[src/shared/abwr_map.svh]
`ifndef ABWR_MAP_SVH
`define ABWR_MAP_SVH
`define ABWR_WIN_TOP 8'h5F
`define ABWR_ACC_HALF 8'h80
`define ABWR_SFR_BANK 4'hF
`endif

[src/shared/abwr_pkg.sv]
package abwr_pkg;
	typedef enum logic [3:0] {
		ABWR_DIRECT_ACC = 4'h1,
		ABWR_DIRECT_BSR = 4'h2,
		ABWR_INDIRECT = 4'h4,
		ABWR_WINDOW = 4'h8
	} abwr_path_e;
endpackage

[src/logic/abwr_remap.sv]
`timescale 1ns/1ps
`default_nettype none
`include "abwr_map.svh"
module abwr_remap
	import abwr_pkg::*;
#(
	parameter int ADDR_W = 12
) (
	input wire logic mclk,
	input wire logic rst,
	input wire logic op_valid,
	input wire logic [7:0] op_literal,
	input wire logic op_access_bit,
	input wire logic op_indirect,
	input wire logic [ADDR_W-1:0] op_indirect_addr,
	input wire logic ext_set_en,
	input wire logic [3:0] bank_select_register,
	input wire logic [ADDR_W-1:0] third_indirect_pointer,
	output logic mem_valid,
	output logic [ADDR_W-1:0] mem_addr,
	output logic mem_windowed
);
	abwr_path_e path;
	logic [ADDR_W-1:0] nxt_addr;
	logic [ADDR_W-1:0] win_addr;
	logic [ADDR_W-1:0] acc_addr;
	logic mem_valid_ff;
	logic [ADDR_W-1:0] mem_addr_ff;
	logic mem_windowed_ff;

	// Sum drops its carry, so a pointer near the top folds to the bottom
	// window address formation
	assign win_addr = third_indirect_pointer + ADDR_W'(op_literal);
	// Normal Access map: low half in bank zero, upper half in the SFR bank
	assign acc_addr = (op_literal < `ABWR_ACC_HALF) ? ADDR_W'(op_literal) :
		ADDR_W'({`ABWR_SFR_BANK, op_literal});

	// Indirect beats banked, banked beats window, so the window never hides them
	// Path selection per operand
	always_comb begin
		if (op_indirect) begin
			path = ABWR_INDIRECT;
		end else if (op_access_bit) begin
			path = ABWR_DIRECT_BSR;
		end else if (ext_set_en && op_literal <= `ABWR_WIN_TOP) begin
			path = ABWR_WINDOW;
		end else begin
			// above 5Fh, or with the extended set off, the normal Access map
			path = ABWR_DIRECT_ACC;
		end
	end

	// Every path code is listed; the default only guards illegal codes
	// Address mux per path
	always_comb begin
		unique case (path)
			ABWR_INDIRECT: nxt_addr = op_indirect_addr;
			ABWR_DIRECT_BSR: nxt_addr = ADDR_W'({bank_select_register, op_literal});
			// window spans pointer to pointer plus 5Fh
			ABWR_WINDOW: nxt_addr = win_addr;
			ABWR_DIRECT_ACC: nxt_addr = acc_addr;
			default: nxt_addr = acc_addr;
		endcase
	end

	// Request strobe to data memory, one cycle per taken operand
	always_ff @(posedge mclk or posedge rst) begin
		if (rst) begin
			mem_valid_ff <= 1'h0;
		end else begin
			mem_valid_ff <= op_valid;
		end
	end

	// Effective address, held between requests
	always_ff @(posedge mclk or posedge rst) begin
		if (rst) begin
			mem_addr_ff <= '0;
		end else if (op_valid) begin
			mem_addr_ff <= nxt_addr;
		end
	end

	// Window flag, held with the address it describes
	always_ff @(posedge mclk or posedge rst) begin
		if (rst) begin
			mem_windowed_ff <= 1'h0;
		end else if (op_valid) begin
			mem_windowed_ff <= (path == ABWR_WINDOW);
		end
	end

	assign mem_valid = mem_valid_ff;
	assign mem_addr = mem_addr_ff;
	assign mem_windowed = mem_windowed_ff;
endmodule
`default_nettype wire

[config.mk]
export PLATFORM = sky130hd
export DESIGN_NAME = abwr_remap
export DESIGN_NICKNAME = d
export VERILOG_FILES = /design/src/shared/abwr_pkg.sv /design/src/logic/abwr_remap.sv
export VERILOG_INCLUDE_DIRS = /design/src /design/src/shared
export SDC_FILE = /design/constraint.sdc
export NUM_CORES = 1
export LEC_CHECK = 0
export ABC_AREA = 1
export BUFFER_PORTS_ARGS = -buffer_cell sky130_fd_sc_hd__buf_2
export CORE_MARGIN = 1
export CORE_UTILIZATION = 30
export CTS_CLUSTER_DIAMETER = 40
export DETAILED_ROUTE_END_ITERATION = 6
export HOLD_SLACK_MARGIN = 0.12
export PLACE_DENSITY = 0.6
export SLEW_MARGIN = 20
export SYNTH_ARGS = -nofsm -noshare
export SYNTH_HDL_FRONTEND = slang
export SYNTH_SLANG_ARGS = --single-unit
[constraint.sdc]
create_clock -name mclk -period 0.8 [get_ports mclk]
set_input_delay 0.16 -clock mclk [delete_from_list [all_inputs] [get_ports mclk]]
set_output_delay 0.16 -clock mclk [all_outputs]
set_load 0.01 [all_outputs]
==> flow_summary.ini <==
[placed_design]
dpl.hpwl_um = 3420
numPortBuffers = 55
pre_cts_ws_ns = -0.709
post_dp_cell_area_um2 = 1990
place.gp.congestion = 0.859

[layout]
diodes = 0
fin_nets = 362
final_core_util = 0.598
final_common_cell = buf_2
n_fill_cell = 384
stdcell_area_um2 = 2480
register_area_um2 = 350
multi_input_area_um2 = 1190
syn_to_final_growth_pct = 84.1
layout_common_cells = 44 x buf_2, 40 x nand2_1, 40 x buf_4
drive_above_1_share = 0.570

[sta]
fin_crit_ns = 1.20
final.setup.worst_slack_ns = -0.395
setup_tns_ns = -4.89
fmax_mhz = 837
rsz0062_at_grt = true
fin_hold_ws_ns = 0.196
hold_viol = 0
finalSetupViolCount = 26
min_period_over_period = 1.49
skew_ns = 0
slew_viol_final = 0
tightest_slew_ns = 0.270
relSlewSlack = 0.819

[flow_run]
maxCapViolCount = 0

[logic_synthesis]
netlist_area_um2 = 1350
synth_top_area_cell = dfrtp_1
yosys_warnings = 0
synthDistinctLibCells = 27
syn_nets = 260
avgSynthCellArea_um2 = 6.44
synth_top_area_share = 0.260
synth-edff-count = 0
syn_inst = 209
netlist_top_cells_area = dfrtp_1 26%, nand2_1 17%, ha_1 7.4%, inv_1 7.2%, nand3_1 7.1%
ys_ff_latch = 14
seq_area_frac_synth = 0.260
synth_ff_type = dfrtp_1
synthArstFlopShare = 1.00

[worst_setup_path]
reg2reg_to = mem_addr[8]
reg2reg_depth = 4
timing.critical_path.fanout_max = 4
r2r_start = mem_addr[8]
crit_type = in2reg
r2r_setup_slack_ns = -0.07
cp-end-kind = register
path_cells = buf_8 -> ha_4 -> inv_2 -> fa_2 -> inv_2 -> nand3_2 -> nand3_2 -> nand2_1 -> nand2_1 -> a21boi_1 -> o21ai_1 -> nand3_1
cp-startpoint = third_indirect_pointer[0]
required_ns = 0.92
startpoint_type = primary input
arrival_ns = 1.31
slowest_stage = fa_2
crit_path_max_incr_delay_ns = 0.32

[clock_network]
root_buffer = clkbuf_8
clock-sinks = 14
cts_buffer_depth = 2
tritoncts = built
clock_latency_ns = 0.23
htreeDepth = 1
numCtsBuffers = 3
path_clk_slew_ns = 0.06

[grt]
use_met3 = 0.0115
grt_pass1_vias = 1524
grtUsageMet1 = 0.260
grt-ovfl-total = 0
antenna_found_initial = 0
top_usage_layer = met2
track_usage = 0.192
grt_max_degree = 15
grt_pass1_wl_um = 6780
grt_util_met2 = 0.324

[route]
drt-initial-drc-count = 99
routed_via_density = 4.76
dr_total_vias = 1708
drc = 0
wl_per_cell_um = 12.6
dr.pass1.iters = 4
drt-total-wl_um = 4530
ant_nets = 0

[floorplan]
core_um2 = 4140
die_area_um2 = 4760
die_h_um = 69.0
io-pin-count = 56
start_util = 0.325
fp.dieW_um = 69.0
core.rowCount = 23

[worst_hold_path]
min_path_cells = 3
holdCritStartpoint = op_indirect_addr[3]
min_to = mem_addr[3]
hold_class = in2reg

[pwr]
power_leakage_uw = 0.00125
p_per_area_nw_per_um2 = 1110
ir_drop_mv = 0.448

[run_status]
status = complete, but fails checks
violations = setup timing
-- area by class of cell --
class                      count  area share
multi-input combinational    162       0.480
timing repair buffer         100       0.290
sequential                    14       0.141
inverter                      30      0.0475
tap                           50      0.0252
clock buffer                   3      0.0167
-- cells in the mapped netlist, types with 4 or more instances --
master    count
dfrtp_1      14
nand2_1      61
nand3_1      19
inv_1        26
nor2_2        5
inv_2         4
a31oi_1       6
a21oi_1      11
a211oi_1      4
nand2_2       6
ha_1          8
nor2_1       23
-- state kept, by name, summed over array words and instances, names as in the netlist --
register and cells:
mem_addr 12, mem_valid 1, mem_windowed 1
-- worst max-delay path, delay by kind of cell --
family                   cells  cell delay (ns)
AO/OA/AOI/OAI                2             0.14
adder cells (fa/ha/maj)      2             0.46
buffers and inverters        3             0.19
AND/OR/NAND/NOR              5             0.35
-- worst max-delay path by stage --
| stage | cells after the start | to | slack, ns |
|---|---|---|---|
| global placement | 12 | mem_addr[6] | -0.64 |
| finish | 12 | mem_addr[6] | -0.40 |
| floorplan | 11 | mem_addr[6] | -0.47 |
| global route | 12 | mem_addr[6] | -0.49 |
| detailed placement | 12 | mem_addr[6] | -0.71 |
| CTS | 12 | mem_addr[6] | -0.40 |
-- metrics by stage --
stage	cells	power, uW
after floorplan	209	1390
after global placement	338	1840
after detailed placement	338	1850
after CTS	352	2600
after global routing	359	2930
final	359	2750
-- what timing repair did --
item,4_1_cts,5_1_grt
buffers inserted,11,8
pin swaps,20,23
endpoints found under the hold margin,14,0
hold buffers,1,0
gates cloned,0,0
endpoints found under the setup margin,27,27
resized for setup,41,41
-- metal layers --
| layer | share of wire | wire length [um] |
|---|---|---|
| met5 | 0 | 0 |
| met4 | 0.0075 | 34 |
| met3 | 0.046 | 210 |
| met2 | 0.49 | 2230 |
| met1 | 0.45 | 2050 |
-- power by group --
part | internal, uW | switching, uW
registers | 785 | 38.3
logic | 697 | 668
clock network | 332 | 227
total | 1810 | 933
-- logic make-up (layout without fill, tap and decap cells) --
| family | after synthesis | in the layout | share of synthesized area |
|---|---|---|---|
| AOI/OAI and AO/OA | 28 | 28 | 0.128 |
| DFF | 14 | 14 | 0.260 |
| and+or+nand+nor | 125 | 125 | 0.430 |
| buffers and inverters | 33 | 133 | 0.0920 |
| adders and majority gates | 9 | 9 | 0.0892 |
Note: power is estimated with default switching activity, not from simulation.
